[src/inc/rro_defs.vh]
/*
 * Constants for the return, rotate and software reset execution block.
 * Assumes inclusion by bare name from the design files; definitions only.
 */
`ifndef RRO_DEFS_VH
`define RRO_DEFS_VH

// ----------------------------------------
// Operation codes presented by the decoder
// ----------------------------------------
`define RRO_OP_W 3
`define RRO_OP_NONE 3'h0
`define RRO_OP_SW_RESET 3'h1
`define RRO_OP_INTERRUPT_EXIT 3'h2
`define RRO_OP_SUB_RETURN 3'h3
`define RRO_OP_LITERAL_RETURN 3'h4
`define RRO_OP_ROTATE_LEFT 3'h5
`define RRO_OP_ROTATE_RIGHT 3'h6

// ----------------------------------------
// Widths and field positions
// ----------------------------------------
`define RRO_PC_W 15
`define RRO_DATA_W 8
`define RRO_FADDR_W 7
`define RRO_MSB 7
`define RRO_LSB 0
`define RRO_GIE_BIT 3'h7
`define RRO_DEST_W 1'b0
`define RRO_DEST_F 1'b1

// ----------------------------------------
// Sequencer states and reset values
// ----------------------------------------
`define RRO_ST_IDLE 1'b0
`define RRO_ST_FLUSH 1'b1
`define RRO_PC_RST 15'h0000
`define RRO_W_RST 8'h00
`define RRO_ZERO8 8'h00

`endif

[src/hw/rro_rotate.v]
/*
 * Rotate-through-carry datapath, one cycle, purely combinational.
 * Assumes the caller registers the results and applies them on its own clock.
 */
`timescale 1ns/10ps
`default_nettype none
`include "rro_defs.vh"

module rro_rotate (
   input wire [7:0] operand_in, // File register value
   input wire carry_in, // Current carry
   input wire left_in, // 1 rotate left, 0 rotate right
   output reg [7:0] result_out, // Rotated byte
   output reg carry_out // New carry
);

   // Nine-bit ring made of the byte and carry
   always @* begin
      if (left_in) begin
         result_out = {operand_in[`RRO_MSB-1:`RRO_LSB], carry_in};
         carry_out = operand_in[`RRO_MSB];
      end else begin
         result_out = {carry_in, operand_in[`RRO_MSB:`RRO_LSB+1]};
         carry_out = operand_in[`RRO_LSB];
      end
   end

endmodule // rro_rotate
`default_nettype wire

[src/hw/rro_exec.v]
/*
 * Execution unit for software reset, the three returns and both rotates.
 * Assumes the decoder supplies one operation per instruction cycle on
 * op_valid_in, with the stack head value already present on stack_head_in,
 * and that it honours busy_out by holding off the next instruction.
 * File register data arrives from the same clock domain.
 */
`timescale 1ns/10ps
`default_nettype none
`include "rro_defs.vh"

module rro_exec (
   input wire sys_clk_in, // Instruction cycle clock
   input wire reset_in, // Synchronous reset, active high
   input wire op_valid_in, // Operation present this cycle
   input wire [2:0] op_code_in, // Operation code
   input wire [7:0] literal_in, // Literal operand
   input wire [6:0] faddr_in, // File register address
   input wire dest_in, // Destination select
   input wire [7:0] fdata_in, // File register read data
   input wire [14:0] stack_head_in, // Stack head value
   input wire carry_in, // Current carry flag
   output reg busy_out, // Second cycle of a return in progress
   output reg pc_load_out, // Load program counter pulse
   output reg [14:0] pc_value_out, // Program counter value
   output reg stack_pop_out, // Pop stack pulse
   output reg w_we_out, // Working register write pulse
   output reg [7:0] w_data_out, // Working register data
   output reg f_we_out, // File register write pulse
   output reg [6:0] f_waddr_out, // File register write address
   output reg [7:0] f_wdata_out, // File register write data
   output reg carry_we_out, // Carry write pulse
   output reg carry_out, // New carry value
   output reg global_irq_on_set_out, // Set interrupt control bit 7 pulse
   output reg [2:0] global_irq_on_bit_out, // Bit index within control register
   output reg sw_reset_flag_clr_out, // Clear software reset flag pulse
   output reg device_reset_req_out // Full device reset request pulse
);

   // ----------------------------------------
   // Sequencer
   // ----------------------------------------
   localparam ST_IDLE = `RRO_ST_IDLE;
   localparam ST_FLUSH = `RRO_ST_FLUSH;

   reg state;
   reg next_state;
   wire accept;
   wire is_return;
   wire is_rotate;
   wire [7:0] rot_result;
   wire rot_carry;
   reg next_busy;
   reg next_pc_load;
   reg [14:0] next_pc_value;
   reg next_stack_pop;
   reg next_w_we;
   reg [7:0] next_w_data;
   reg next_f_we;
   reg [6:0] next_f_waddr;
   reg [7:0] next_f_wdata;
   reg next_carry_we;
   reg next_carry;
   reg next_irq_on_set;
   reg next_flag_clr;
   reg next_reset_req;

   // New work is ignored while a return is flushing its second cycle
   assign accept = op_valid_in && (state == ST_IDLE);
   assign is_return = (op_code_in == `RRO_OP_INTERRUPT_EXIT) ||
                      (op_code_in == `RRO_OP_SUB_RETURN) ||
                      (op_code_in == `RRO_OP_LITERAL_RETURN);
   assign is_rotate = (op_code_in == `RRO_OP_ROTATE_LEFT) ||
                      (op_code_in == `RRO_OP_ROTATE_RIGHT);

   always @* begin
      case (state)
         ST_IDLE: begin
            if (accept && is_return) begin
               next_state = ST_FLUSH;
            end else begin
               next_state = ST_IDLE;
            end
         end
         ST_FLUSH: begin
            next_state = ST_IDLE;
         end
         default: begin
            next_state = ST_IDLE;
         end
      endcase
   end

   // ----------------------------------------
   // Rotate datapath
   // ----------------------------------------
   rro_rotate u_rotate (
      .operand_in(fdata_in),
      .carry_in(carry_in),
      .left_in(op_code_in == `RRO_OP_ROTATE_LEFT),
      .result_out(rot_result),
      .carry_out(rot_carry)
   );

   // ----------------------------------------
   // Next values of the effect outputs
   // ----------------------------------------
   // Pulses fall back to zero each cycle; data outputs hold their last value
   always @* begin
      // Busy covers exactly the dead second cycle of a return
      next_busy = (next_state == ST_FLUSH);
      next_pc_load = 1'b0;
      next_pc_value = pc_value_out;
      next_stack_pop = 1'b0;
      next_w_we = 1'b0;
      next_w_data = w_data_out;
      next_f_we = 1'b0;
      next_f_waddr = f_waddr_out;
      next_f_wdata = f_wdata_out;
      next_carry_we = 1'b0;
      next_carry = carry_out;
      next_irq_on_set = 1'b0;
      next_flag_clr = 1'b0;
      next_reset_req = 1'b0;
      if (accept) begin
         if (is_return) begin
            // No status flag strobe on any return path
            next_pc_load = 1'b1;
            next_pc_value = stack_head_in;
            next_stack_pop = 1'b1;
         end
         case (op_code_in)
            `RRO_OP_SW_RESET: begin
               next_reset_req = 1'b1;
               next_flag_clr = 1'b1;
            end
            `RRO_OP_INTERRUPT_EXIT: begin
               next_irq_on_set = 1'b1;
            end
            `RRO_OP_LITERAL_RETURN: begin
               next_w_we = 1'b1;
               next_w_data = literal_in;
            end
            default: begin
               if (is_rotate) begin
                  // Only carry among the status bits is written
                  next_carry_we = 1'b1;
                  next_carry = rot_carry;
                  if (dest_in == `RRO_DEST_W) begin
                     next_w_we = 1'b1;
                     next_w_data = rot_result;
                  end else begin
                     next_f_we = 1'b1;
                     next_f_waddr = faddr_in;
                     next_f_wdata = rot_result;
                  end
               end
            end
         endcase
      end
   end

   // ----------------------------------------
   // Registered effects
   // ----------------------------------------
   always @(posedge sys_clk_in) begin
      if (reset_in) begin
         state <= ST_IDLE;
         busy_out <= 1'b0;
         pc_load_out <= 1'b0;
         pc_value_out <= `RRO_PC_RST;
         stack_pop_out <= 1'b0;
         w_we_out <= 1'b0;
         w_data_out <= `RRO_W_RST;
         f_we_out <= 1'b0;
         f_waddr_out <= {`RRO_FADDR_W{1'b0}};
         f_wdata_out <= `RRO_ZERO8;
         carry_we_out <= 1'b0;
         carry_out <= 1'b0;
         global_irq_on_set_out <= 1'b0;
         global_irq_on_bit_out <= `RRO_GIE_BIT;
         sw_reset_flag_clr_out <= 1'b0;
         device_reset_req_out <= 1'b0;
      end else begin
         state <= next_state;
         busy_out <= next_busy;
         global_irq_on_bit_out <= `RRO_GIE_BIT;
         pc_load_out <= next_pc_load;
         pc_value_out <= next_pc_value;
         stack_pop_out <= next_stack_pop;
         w_we_out <= next_w_we;
         w_data_out <= next_w_data;
         f_we_out <= next_f_we;
         f_waddr_out <= next_f_waddr;
         f_wdata_out <= next_f_wdata;
         carry_we_out <= next_carry_we;
         carry_out <= next_carry;
         global_irq_on_set_out <= next_irq_on_set;
         sw_reset_flag_clr_out <= next_flag_clr;
         device_reset_req_out <= next_reset_req;
      end
   end

endmodule // rro_exec
`default_nettype wire

[config.mk]
export PLATFORM = sky130hd
export DESIGN_NAME = rro_exec
export DESIGN_NICKNAME = d
export VERILOG_FILES = /design/src/hw/rro_rotate.v /design/src/hw/rro_exec.v
export VERILOG_INCLUDE_DIRS = /design/src /design/src/inc
export SDC_FILE = /design/constraint.sdc
export NUM_CORES = 1
export LEC_CHECK = 0
export ABC_AREA = 1
export CAP_MARGIN = 20
export CORE_UTILIZATION = 45
export DETAILED_ROUTE_END_ITERATION = 10
export DONT_BUFFER_PORTS = 1
export HOLD_SLACK_MARGIN = 0.06
export SLEW_MARGIN = 20
export SYNTH_ARGS = -nofsm -noshare
export SYNTH_HDL_FRONTEND = slang
export SYNTH_SLANG_ARGS = --single-unit
[constraint.sdc]
create_clock -name sys_clk_in -period 1.5 [get_ports sys_clk_in]
set_input_delay 0.15 -clock sys_clk_in [delete_from_list [all_inputs] [get_ports sys_clk_in]]
set_output_delay 0.15 -clock sys_clk_in [all_outputs]
set_load 0.01 [all_outputs]
# Word-level counts from Yosys, hierarchy flattened
# Index checks and enable logic that the tools add are counted.
# W data, S select, Z words.
# op_classes
n_bitwise	5
n_reduce_logical	15
n_eq_ne	7
mux	15
# ops
op	n
$mux W8	3
$pmux W8 S2	1
$eq A3 B3 Y1 const B	3
$mux W1	9
$reduce_and A4 Y1	2
$eq A3 B2 Y1 const B	2
$reduce_or A6 Y1	1
$not A1 Y1	5
$reduce_or A5 Y1	1
$pmux W1 S2	2
$reduce_or A2 Y1	2
$eq A3 B1 Y1 const B	1
$logic_or A1 B1 Y1	3
$reduce_and A3 Y1	1
$reduce_or A3 Y1	1
$logic_and A1 B1 Y1	2
$ne A2 B1 Y1 const B	1
$reduce_and A2 Y1	1
$reduce_bool A2 Y1	1
# totals
wordCells	54
reg_bits	46

# Longest topological paths before layout
# Gate-level depths: netlist (run 1).
# depth
ltp_word	6
mapped_depth	11

# Hierarchy
# From an unflattened synthesis (run 1), not the netlist that was laid out.
# unflattened
cells_unflattened	343
area_unflattened_um2	2187.1
# modules_own_cells
mod	instances	seq_area_each_um2	cells_each	area_per_inst_um2
rro_exec	1	920.9	314	2070.7
rro_rotate	1	0.0	29	116.4

# Worst setup path before layout (run 1)
# No wires, ideal clock.
# synth_path
kind	flip-flop to flip-flop
start	register state
end	register pc_value_out[10]
n_path_buf	1
t_arrival_ps	1174
t_required_ps	1384
path_stages_with_launch	8
slack_ps	210
path_cell_list	dfxtp_1 > nor2_1 > inv_2 > a21oi_2 > inv_2 > buf_2 > nor2_1 > nor2_1
# synth_via
elab_chain_len	3
# synth_lines
element	line_no	source
start: declaration	rro_exec.v:46	reg state;
start signal: assignment	rro_exec.v:185	state <= next_state;
$not A1 Y1	--	
$logic_and A1 B1 Y1	rro_exec.v:69	assign accept = op_valid_in && (state == ST_IDLE);
$reduce_and A2 Y1 (no line)	--	
end signal: assignment	rro_exec.v:171	pc_value_out <= `RRO_PC_RST;
end signal: assignment	rro_exec.v:189	pc_value_out <= next_pc_value;
end: declaration	rro_exec.v:25	output reg [14:0] pc_value_out,
# Every way passes these cells.
# A chain may end at the register's enable or synchronous reset.

# Worst setup path after layout (run 1)
# layout_path
start	input port op_code_in[1]
end	register f_wdata_out[7]
# layout_via
elab_chain_len	4
elab_cells_between_ends	10
cone_classes	5 x eq/ne; 1 x mux; 1 x bitwise; 3 x reduce/logical
# layout_lines
element	line_no	source
start: declaration	rro_exec.v:16	input wire [2:0] op_code_in,
$eq A3 B2 Y1, or another cell as far along	rro_exec.v:132	case (op_code_in)
$reduce_or A3 Y1 (no line)	--	
$not A1 Y1 (no line)	--	
$reduce_and A4 Y1 (no line)	--	
end signal: assignment	rro_exec.v:177	f_wdata_out <= `RRO_ZERO8;
end signal: assignment	rro_exec.v:195	f_wdata_out <= next_f_wdata;
end: declaration	rro_exec.v:31	output reg [7:0] f_wdata_out,
# Parallel ways exist; a longest one is shown, timed or not.

==> run_results.csv, run 1 <==
group,metric,value,unit
cts,cts_root_buf,"clkbuf_8",
worst_setup_path,rr_worst_depth,6,
cts,cts_buffer_depth,2,
cells_and_area,seq_area,921,µm²
route,vias_per_cell,4.75,
cts,cts_sinks,46,
route,dr.pass1.iters,4,
worst_setup_path,crit_buf_inv,3,
flow_run,maxCapViolCount,0,
synth,postSynthAreaPerCell,6.70,µm²
worst_setup_path,endpoint_kind,"flip-flop",
cts,cts_made_buffers,5,
placement,pre_cts_slack,0.209,ns
sta,min_period,1.35,ns
sta,maxSlewViolCount,0,
worst_setup_path,cpMaxStageDelayCell,"dlygate4sd3_1",
global_routing,grt_pass1_wl,7740,µm
worst_setup_path,crit_arrival,1.59,ns
power,peakVddDrop,463,µV
synth,synth_top_area_cell,"dfxtp_1",
sta,grt_setup_unrepaired,"no",
worst_setup_path,cp_top_family,"buffers and inverters",
cts,cts_tree,"done",
synth,synth_warnings,0,
hold_path,hold_path.class,"input pin to flip-flop",
cells_and_area,drive_gt1_share,7.65,%
cts,htreeDepth,2,
route,routed_wl,4640,µm
sta,max_freq,741,MHz
die,start_util,46.8,%
placement,gp_congestion,0.767,
die,die_w,69.0,µm
synth,synth.distinct_cells,18,
sta,finClkSkew,0.00534,ns
cts,path_clk_slew,0.09,ns
outcome,status,"complete, no violations",
route,wire_per_inst,12.2,µm
worst_setup_path,reg2reg_from,"state$_SDFF_PP0_",
die,core,0.00432,mm²
die,boundaryPins,97,
worst_setup_path,cpPeakStageDelay,0.58,ns
global_routing,overflow,0,
power,total_power,2.44,mW
global_routing,grt_pass1_vias,1728,
cts,clock_latency,0.30,ns
cells_and_area,layout.nets,372,
placement,hpwl,3060,µm
die,die_height,69.0,µm
worst_setup_path,startpoint_type,"input pin",
synth,ys_seq_elements,46,
sta,setup_violations,0,
worst_setup_path,cp.required,1.74,ns
hold_path,min_to,"w_data_out[4]$_SDFFE_PP0P_",
worst_setup_path,regToRegSetupSlack,0.17,ns
route,dr_total_vias,1801,
global_routing,antenna_found_initial,0,
hold_path,min_from,"literal_in[4]",
synth,synth-seq-area-share,45.5,%
worst_setup_path,path_cells,"dlygate4sd3_1 > inv_1 > nand3_1 > buf_4 > o21ai_0 > nand3_1 > a21oi_1",
cells_and_area,finish.utilization,55.8,%
route,drc,0,
cells_and_area,n_antenna_cell,0,
synth,synth.area.top_cells,"dfxtp_1 (46%), nand2_1 (15%), nor2_1 (12%), inv_1 (5.8%), nand3_1 (4.7%)",
worst_setup_path,worstSetupPathDepth,7,
die,die_area,0.00477,mm²
global_routing,grt_max_degree,24,
sta,period_share,90.0,%
hold_path,whs_path_depth,4,
worst_setup_path,crit_top_cell,"nand3_1",
worst_setup_path,crit_type,"input pin to flip-flop",
cells_and_area,multiInputGateArea,880,µm²
sta,fin_tns_setup,0,ns
route,drtIter0Drc,52,
sta,finalHoldViolations,0,
synth,netlist.area_leader.share,45.5,%
placement,portBuffers,0,
cells_and_area,n_fill_cell,438,
route,antenna_left,0,
cells_and_area,area_growth,19.2,%
die,placementRows,24,
global_routing,track_usage,19.8,%
power,p_per_area,1010,mW/mm²
worst_setup_path,critPathMaxFanout,12,
worst_setup_path,r2r_end,"pc_value_out[4]$_SDFFE_PP0P_",
power,leakage,1.17,nW
sta,worst_slack,0.150,ns
synth,synth_area,0.00202,mm²
synth,synthCells,302,
-- worst reg2reg max path, delay by kind of cell, from the launching register on --
| kind | cells | cell delay (ns) |
|---|---|---|
| flip-flops | 1 | 0.33 |
| AND/OR/NAND/NOR | 2 | 0.33 |
| AO/OA/AOI/OAI | 2 | 0.28 |
| buffers and inverters | 2 | 0.33 |
-- routing by layer --
metal  routed length [µm]  part of all wire [%]  track usage [%]
met1                 2090                    45             23.8
met2                 2080                    45             32.0
met3                  388                   8.4             7.46
met4                   81                   1.7             7.71
met5                    0                     0                0
-- area by class of cell --
| class | instances | area share (%) |
|---|---|---|
| sequential | 46 | 38.2 |
| multi-input combinational | 207 | 36.5 |
| timing repair buffer | 32 | 13.3 |
| inverter | 34 | 5.29 |
| clock buffer | 5 | 2.85 |
| tap | 52 | 2.70 |
| clock inverter | 3 | 1.19 |
-- layout by cell type (no fill, tap or decap) --
| master | synthesis | routed |
|---|---|---|
| nand2_4 | 1 | 1 |
| conb_1 | 1 | 3 |
| nor2_4 | 0 | 1 |
| nand4_1 | 1 | 1 |
| inv_1 | 31 | 30 |
| dfxtp_1 | 46 | 46 |
| nand2_1 | 79 | 79 |
| inv_2 | 3 | 4 |
| nor2_1 | 62 | 62 |
| buf_4 | 5 | 4 |
| nand3_1 | 19 | 19 |
| o21ai_0 | 18 | 18 |
| nand2_2 | 4 | 4 |
| clkinv_4 | 0 | 1 |
| inv_6 | 0 | 1 |
| buf_12 | 0 | 1 |
| clkbuf_8 | 0 | 5 |
| a21oi_1 | 17 | 17 |
| nor2_2 | 2 | 1 |
| dlygate4sd3_1 | 0 | 27 |
| inv_8 | 0 | 1 |
| a21oi_2 | 1 | 1 |
-- cell families after synthesis --
| family | share of synthesized area, % |
|---|---|
| other | 0.185 |
| AND/OR/NAND/NOR | 33.6 |
| AO/OA/AOI/OAI | 9.10 |
| buffers and inverters | 11.6 |
| flip-flops | 45.5 |
-- cells in the mapped netlist (all sizes together) --
library cell  number
dfxtp             46
clkbuf             3
nand2             84
buf               14
a21oi             18
o21ai             18
inv               34
nor2              64
nand4              1
nand3             19
conb               1
-- stage by stage --
stage	area [µm²]	std cells	hold slack, ns
final	2410	379	0.0785
after global routing	2410	379	0.105
after CTS	2410	379	0.0730
after detailed placement	2040	344	0.222
after global placement	2040	344	0.221
after floorplan	2030	304	0.219
-- power breakdown --
group | internal, mW | total [mW] | leakage (nW) | switching (mW)
registers | 1.27 | 1.33 | 0.375 | 0.0582
clock network | 0.349 | 0.814 | 0.0506 | 0.465
logic | 0.122 | 0.288 | 0.741 | 0.166
total | 1.75 | 2.44 | 1.17 | 0.690
-- worst max path at each step --
stage                          start                            end  slack (ns)
finish                 op_code_in[1]    f_wdata_out[7]$_SDFFE_PP0P_        0.15
global route           op_code_in[1]     w_data_out[2]$_SDFFE_PP0P_        0.04
CTS                    op_code_in[1]    f_waddr_out[2]$_SDFFE_PP0P_        0.09
detailed placement  state$_SDFF_PP0_    f_waddr_out[2]$_SDFFE_PP0P_        0.21
global placement    state$_SDFF_PP0_    f_waddr_out[2]$_SDFFE_PP0P_        0.24
floorplan           state$_SDFF_PP0_  pc_value_out[10]$_SDFFE_PP0P_        0.21
-- sequential cells by signal, indices dropped and copies added (netlist names), 7 cells and up --
register and flops:
f_waddr_out 7, f_wdata_out 8, pc_value_out 15, w_data_out 8
-- repair_timing --
action | 4_1_cts | 5_1_grt
gates resized for setup | 0 | 2
hold buffers | 27 | 0
hold endpoints to repair | 31 | 0
buffers inserted | 0 | 0
setup endpoints to repair | 0 | 7
(Power assumes the default switching activity.)
==> run 2, diff against run 1 <==
--- a/config.mk
+++ b/config.mk
@@ -8,10 +8,13 @@
 export LEC_CHECK = 0
 export ABC_AREA = 1
 export CAP_MARGIN = 20
-export CORE_UTILIZATION = 45
+export CELL_PAD_IN_SITES_DETAIL_PLACEMENT = 1
+export CELL_PAD_IN_SITES_GLOBAL_PLACEMENT = 1
+export CORE_UTILIZATION = 41
 export DETAILED_ROUTE_END_ITERATION = 10
 export DONT_BUFFER_PORTS = 1
 export HOLD_SLACK_MARGIN = 0.06
+export PLACE_DENSITY_LB_ADDON = 0.1
 export SLEW_MARGIN = 20
 export SYNTH_ARGS = -nofsm -noshare
 export SYNTH_HDL_FRONTEND = slang
==> run 2 against run 1 <==
Final cell count rose by 4.5%. Sequential power barely moved. Fmax fell by 5.2%. Global-route usage rose by 2.8 points. Die area rose by 9.5%. Combinational power rose by 6.9%. Largest cell class unchanged.
==> run_results.csv, run 2 (synthesized netlist as in run 1, its figures left out) <==
group,metric,value,unit
cts,cts_root_buf,"clkbuf_8",
cells_and_area,layout_commonest_cell,"nand2_1",
sta,finClkSkew,0.00403,ns
flow_run,maxCapViolCount,0,
power,clkPwrFrac,36.8,%
cells_and_area,n_antenna_cell,0,
sta,min_period,1.42,ns
cells_and_area,area_growth,22.7,%
worst_setup_path,endpoint_kind,"flip-flop",
cts,clock_latency,0.30,ns
route,routed_wl,5730,µm
route,dr_total_vias,1930,
power,leakage,1.19,nW
hold_path,hold_path.class,"input pin to flip-flop",
die,core,0.00472,mm²
global_routing,antenna_found_initial,0,
route,top_layer_used,"met4",
sta,maxSlewViolCount,0,
power,p_per_area,1050,mW/mm²
worst_setup_path,rr_worst_depth,6,
cells_and_area,reg_top3,"pc_value_out (15), f_wdata_out (8), w_data_out (8)",
cells_and_area,final_area,0.00248,mm²
placement,pre_cts_slack,0.0997,ns
global_routing,grt_max_degree,25,
hold_path,min_from,"literal_in[0]",
route,wl_met3,449,µm
power,seq_power_share,51.4,%
global_routing,grt_pass1_vias,1925,
placement,hpwl,3780,µm
power,pwr-share-comb,11.9,%
worst_setup_path,crit_type,"input pin to flip-flop",
route,drc,0,
cells_and_area,top_register,"pc_value_out",
cts,htreeDepth,2,
die,start_util,42.8,%
global_routing,grt_pass1_wl,9100,µm
die,die_w,72.2,µm
worst_setup_path,cp.required,1.74,ns
placement,place_area,0.00207,mm²
placement,gp_congestion,0.767,
route,wl_met1,2400,µm
route,vias_per_cell,4.87,
power,switchingPower,662,µW
worst_setup_path,critPathMaxFanout,4,
die,boundaryPins,97,
route,wire_per_inst,14.5,µm
sta,finalHoldViolations,0,
cts,cts_tree,"done",
cts,cts_buffer_depth,2,
power,p_int,1.93,mW
die,die_height,72.2,µm
worst_setup_path,crit_arrival,1.66,ns
global_routing,overflow,0,
worst_setup_path,reg2reg_from,"state$_SDFF_PP0_",
hold_path,min_to,"w_data_out[0]$_SDFFE_PP0P_",
sta,hold_ws,0.0877,ns
power,swShare,25.5,%
route,wl_met2,2720,µm
sta,setup_violations,0,
cts,cts_made_buffers,5,
global_routing,track_usage,22.7,%
route,drtIter0Drc,81,
route,antenna_left,0,
cells_and_area,largest_reg_flops,15,
cells_and_area,layout.nets,375,
worst_setup_path,startpoint_type,"input pin",
die,die_area,0.00522,mm²
cts,cts_sinks,46,
sta,period_share,94.9,%
cells_and_area,drive_gt1_share,8.81,%
worst_setup_path,regToRegSetupSlack,0.14,ns
placement,portBuffers,0,
outcome,status,"complete, no violations",
die,placementRows,25,
worst_setup_path,startpoint,"op_code_in[1]",
route,dr.pass1.iters,4,
worst_setup_path,r2r_end,"pc_value_out[6]$_SDFFE_PP0P_",
sta,worst_slack,0.0759,ns
cells_and_area,layout_common_cells,"nand2_1 (78), nor2_1 (62), dfxtp_1 (46)",
cts,path_clk_slew,0.09,ns
hold_path,whs_path_depth,4,
sta,max_freq,702,MHz
power,peakVddDrop,485,µV
[run 2: repair_timing]
action / CTS / global route
setup buffers: 0 / 0
hold endpoints to repair: 31 / 0
resized for setup: 0 / 5
endpoints found under the setup margin: 0 / 36
hold buffers: 27 / 0
[run 2: stage by stage]
stage          power [mW]  setup TNS, ns  utilization, %  instances
6_report             2.60              0            52.5        396
5_1_grt              2.72       -0.00715            52.5        396
4_1_cts              2.61              0            52.0        395
3_5_place_dp         1.59              0            43.9        361
3_3_place_gp         1.59              0            43.9        361
2_1_floorplan        1.55              0               -        304
[run 2: layout make-up]
cell class / instances / area [µm²]
Fill cell: 618 / 2240
Inverter: 34 / 128
Tap cell: 67 / 83.8
Clock buffer: 6 / 82.6
Multi-Input combinational cell: 208 / 901
Sequential cell: 46 / 921
Timing Repair Buffer: 34 / 335
Clock inverter: 1 / 30.0
[run 2: critical path: stages]
cell	delay, ns
dlygate4sd3_1	0.58
inv_1	0.13
nand2_1	0.07
nand2_1	0.12
nand2_2	0.12
nor2_2	0.24
nand3_1	0.12
a21oi_1	0.13
[run 2: worst max path at each step]
stage               cells after the start                       endpoint
CTS                                     8    f_wdata_out[7]$_SDFFE_PP0P_
floorplan                               7  pc_value_out[10]$_SDFFE_PP0P_
detailed placement                      6  pc_value_out[13]$_SDFFE_PP0P_
global route                            8    f_waddr_out[4]$_SDFFE_PP0P_
finish                                  8    f_waddr_out[6]$_SDFFE_PP0P_
global placement                        6  pc_value_out[12]$_SDFFE_PP0P_
[run 2: routing by layer]
layer,up-vias,track usage [%]
li1,968,-
met4,0,9.37
met1,879,26.6
met2,68,37.7
met3,15,7.78
met5,-,0
[run 2: power groups by stage]
stage          clock network, mW  logic, mW  registers (mW)
6_report                   0.955      0.308            1.33
4_1_cts                    0.974      0.299            1.33
2_1_floorplan                  0      0.195            1.35
5_1_grt                     1.03      0.347            1.34
3_3_place_gp                   0      0.224            1.36
3_5_place_dp                   0      0.231            1.36
==> run 3, diff against run 2 <==
==> constraint.sdc (replaced) <==
create_clock -name sys_clk_in -period 1.35 [get_ports sys_clk_in]
set_input_delay 0.135 -clock sys_clk_in [delete_from_list [all_inputs] [get_ports sys_clk_in]]
set_output_delay 0.135 -clock sys_clk_in [all_outputs]
set_load 0.01 [all_outputs]
==> run 3 against run 2 <==
Count of clock-buffer cells in the layout up 1. Flip-flop and latch count unchanged. Clock skew up 0.0035 ns. Largest power group unchanged. Clock power down 2.5%. Highest routed layer unchanged. Non-clock buffer count up 3. Setup slack worse by 0.017 ns. Hold slack worse by 0.0090 ns. Final cell count up 0.76%. Critical path depth unchanged. Via count up 0.16%.
==> run_results.csv, run 3 (synthesized netlist as in run 1, its figures left out) <==
group,metric,value,unit
sta,finClkSkew,0.00755,ns
global_routing,overflow,0,
route,routed_wl,5610,µm
worst_setup_path,startpoint_type,"input pin",
placement,gp_congestion,0.752,
sta,min_period,1.29,ns
worst_setup_path,crit_buf_inv,2,
worst_setup_path,critPathMaxFanout,16,
worst_setup_path,crit_arrival,1.49,ns
cells_and_area,layout.nets,377,
cts,clock_latency,0.30,ns
hold_path,hold_path.class,"input pin to flip-flop",
sta,finalHoldViolations,0,
sta,period_share,95.6,%
die,boundaryPins,97,
route,antenna_left,0,
outcome,status,"complete, no violations",
die,die_w,72.2,µm
placement,pre_cts_slack,0.0661,ns
cts,cts_buffer_depth,2,
worst_setup_path,regToRegSetupSlack,0.14,ns
power,clkPwrFrac,33.8,%
power,pwr-share-comb,12.5,%
die,start_util,42.8,%
power,leakage,1.19,nW
worst_setup_path,reg2reg_from,"state$_SDFF_PP0_",
power,peakVddDrop,610,µV
cts,cts_root_buf,"clkbuf_8",
cells_and_area,reg_top3,"pc_value_out (15), f_wdata_out (8), w_data_out (8)",
die,die_area,0.00522,mm²
route,dr.pass1.iters,4,
worst_setup_path,cpMaxStageDelayCell,"dlygate4sd3_1",
route,wire_per_inst,14.0,µm
die,die_height,72.2,µm
cells_and_area,n_antenna_cell,0,
global_routing,grt_max_degree,18,
cts,htreeDepth,2,
cells_and_area,layout_common_cells,"nand2_1 (79), nor2_1 (61), dfxtp_1 (46)",
sta,setup_violations,0,
cts,path_clk_slew,0.08,ns
sta,maxSlewViolCount,0,
cells_and_area,layout_commonest_cell,"nand2_1",
worst_setup_path,crit_type,"input pin to flip-flop",
sta,worst_slack,0.0589,ns
placement,portBuffers,0,
route,dr_total_vias,1933,
flow_run,maxCapViolCount,0,
cells_and_area,largest_reg_flops,15,
worst_setup_path,cpPeakStageDelay,0.79,ns
cells_and_area,top_register,"pc_value_out",
route,drtIter0Drc,71,
worst_setup_path,r2r_end,"pc_value_out[0]$_SDFFE_PP0P_",
global_routing,grt_pass1_vias,1880,
sta,max_freq,775,MHz
power,total_power,2.76,mW
placement,hpwl,3640,µm
worst_setup_path,cp_top_family,"buffers and inverters",
route,drc,0,
power,seq_power_share,53.8,%
global_routing,antenna_found_initial,0,
hold_path,whs_path_depth,4,
power,swShare,26.4,%
cells_and_area,area_growth,22.8,%
worst_setup_path,cp.required,1.54,ns
cells_and_area,drive_gt1_share,8.43,%
global_routing,grt_pass1_wl,8890,µm
die,core,0.00472,mm²
cts,cts_sinks,46,
power,p_per_area,1110,mW/mm²
hold_path,min_to,"w_data_out[7]$_SDFFE_PP0P_",
worst_setup_path,path_cells,"dlygate4sd3_1 > nand2_2 > nand2_2 > inv_2 > nand2_4 > nand2_1 > nand2_1 > nor2_1",
global_routing,track_usage,22.1,%
route,vias_per_cell,4.84,
hold_path,min_from,"literal_in[7]",
cts,cts_tree,"done",
power,switchingPower,728,µW
die,placementRows,25,
power,p_int,2.03,mW
worst_setup_path,endpoint_kind,"flip-flop",
worst_setup_path,rr_worst_depth,6,
cts,cts_made_buffers,5,
-- run 3: tightest hold or removal path: stages --
cell and delay (ns):
nand2_1 0.03, nand2_1 0.05, nor2_1 0.03, nor2_1 0.08
-- run 3: timing repair --
item                                    4_1_cts  5_1_grt
endpoints found under the setup margin        0       26
hold buffers                                 29        0
buffers inserted                              0        0
endpoints found under the hold margin        31        0
gates resized for setup                       0        5
-- run 3: worst max path at each step --
stage                           from                             to  slack, ns  cells past startpoint
floorplan           state$_SDFF_PP0_  pc_value_out[10]$_SDFFE_PP0P_       0.06                      7
global placement    state$_SDFF_PP0_    f_waddr_out[4]$_SDFFE_PP0P_       0.14                      5
detailed placement  state$_SDFF_PP0_    f_waddr_out[0]$_SDFFE_PP0P_       0.07                      5
CTS                 state$_SDFF_PP0_    f_wdata_out[7]$_SDFFE_PP0P_       0.05                      5
global route                 dest_in     w_data_out[3]$_SDFFE_PP0P_      -0.01                      8
finish                       dest_in     w_data_out[0]$_SDFFE_PP0P_       0.06                      8
-- run 3: layout make-up --
class | count | area [µm²]
tap | 67 | 83.8
clock inverter | 1 | 8.76
inverter | 34 | 130
multi-input combinational | 207 | 890
timing repair buffer | 37 | 354
sequential | 46 | 921
clock buffer | 7 | 96.3
fill | 621 | 2240
-- run 3: metal layers --
layer	track usage (%)	vias to the layer above	routed length [µm]
met2	35.3	69	2640
met4	8.93	0	137
met3	6.94	13	412
met5	0	-	0
met1	27.6	880	2410
li1	-	971	-
-- run 3: power groups by stage --
stage          combinational [mW]  clock [mW]  sequential, mW
2_1_floorplan               0.217           0            1.50
3_5_place_dp                0.251           0            1.51
3_3_place_gp                0.247           0            1.51
5_1_grt                     0.387        1.02            1.49
6_report                    0.343       0.931            1.48
4_1_cts                     0.330       0.970            1.48
-- run 3: metrics by stage --
step	cell area [µm²]	instances	hold WS (ns)	util [%]	TNS, ns
detailed placement	2070	362	0.208	43.8	0
global route	2480	399	0.0865	52.6	-0.0319
finish	2480	399	0.0787	52.6	0
floorplan	2030	304	0.204	-	0
global placement	2070	362	0.206	43.8	0
CTS	2460	399	0.0706	52.1	0
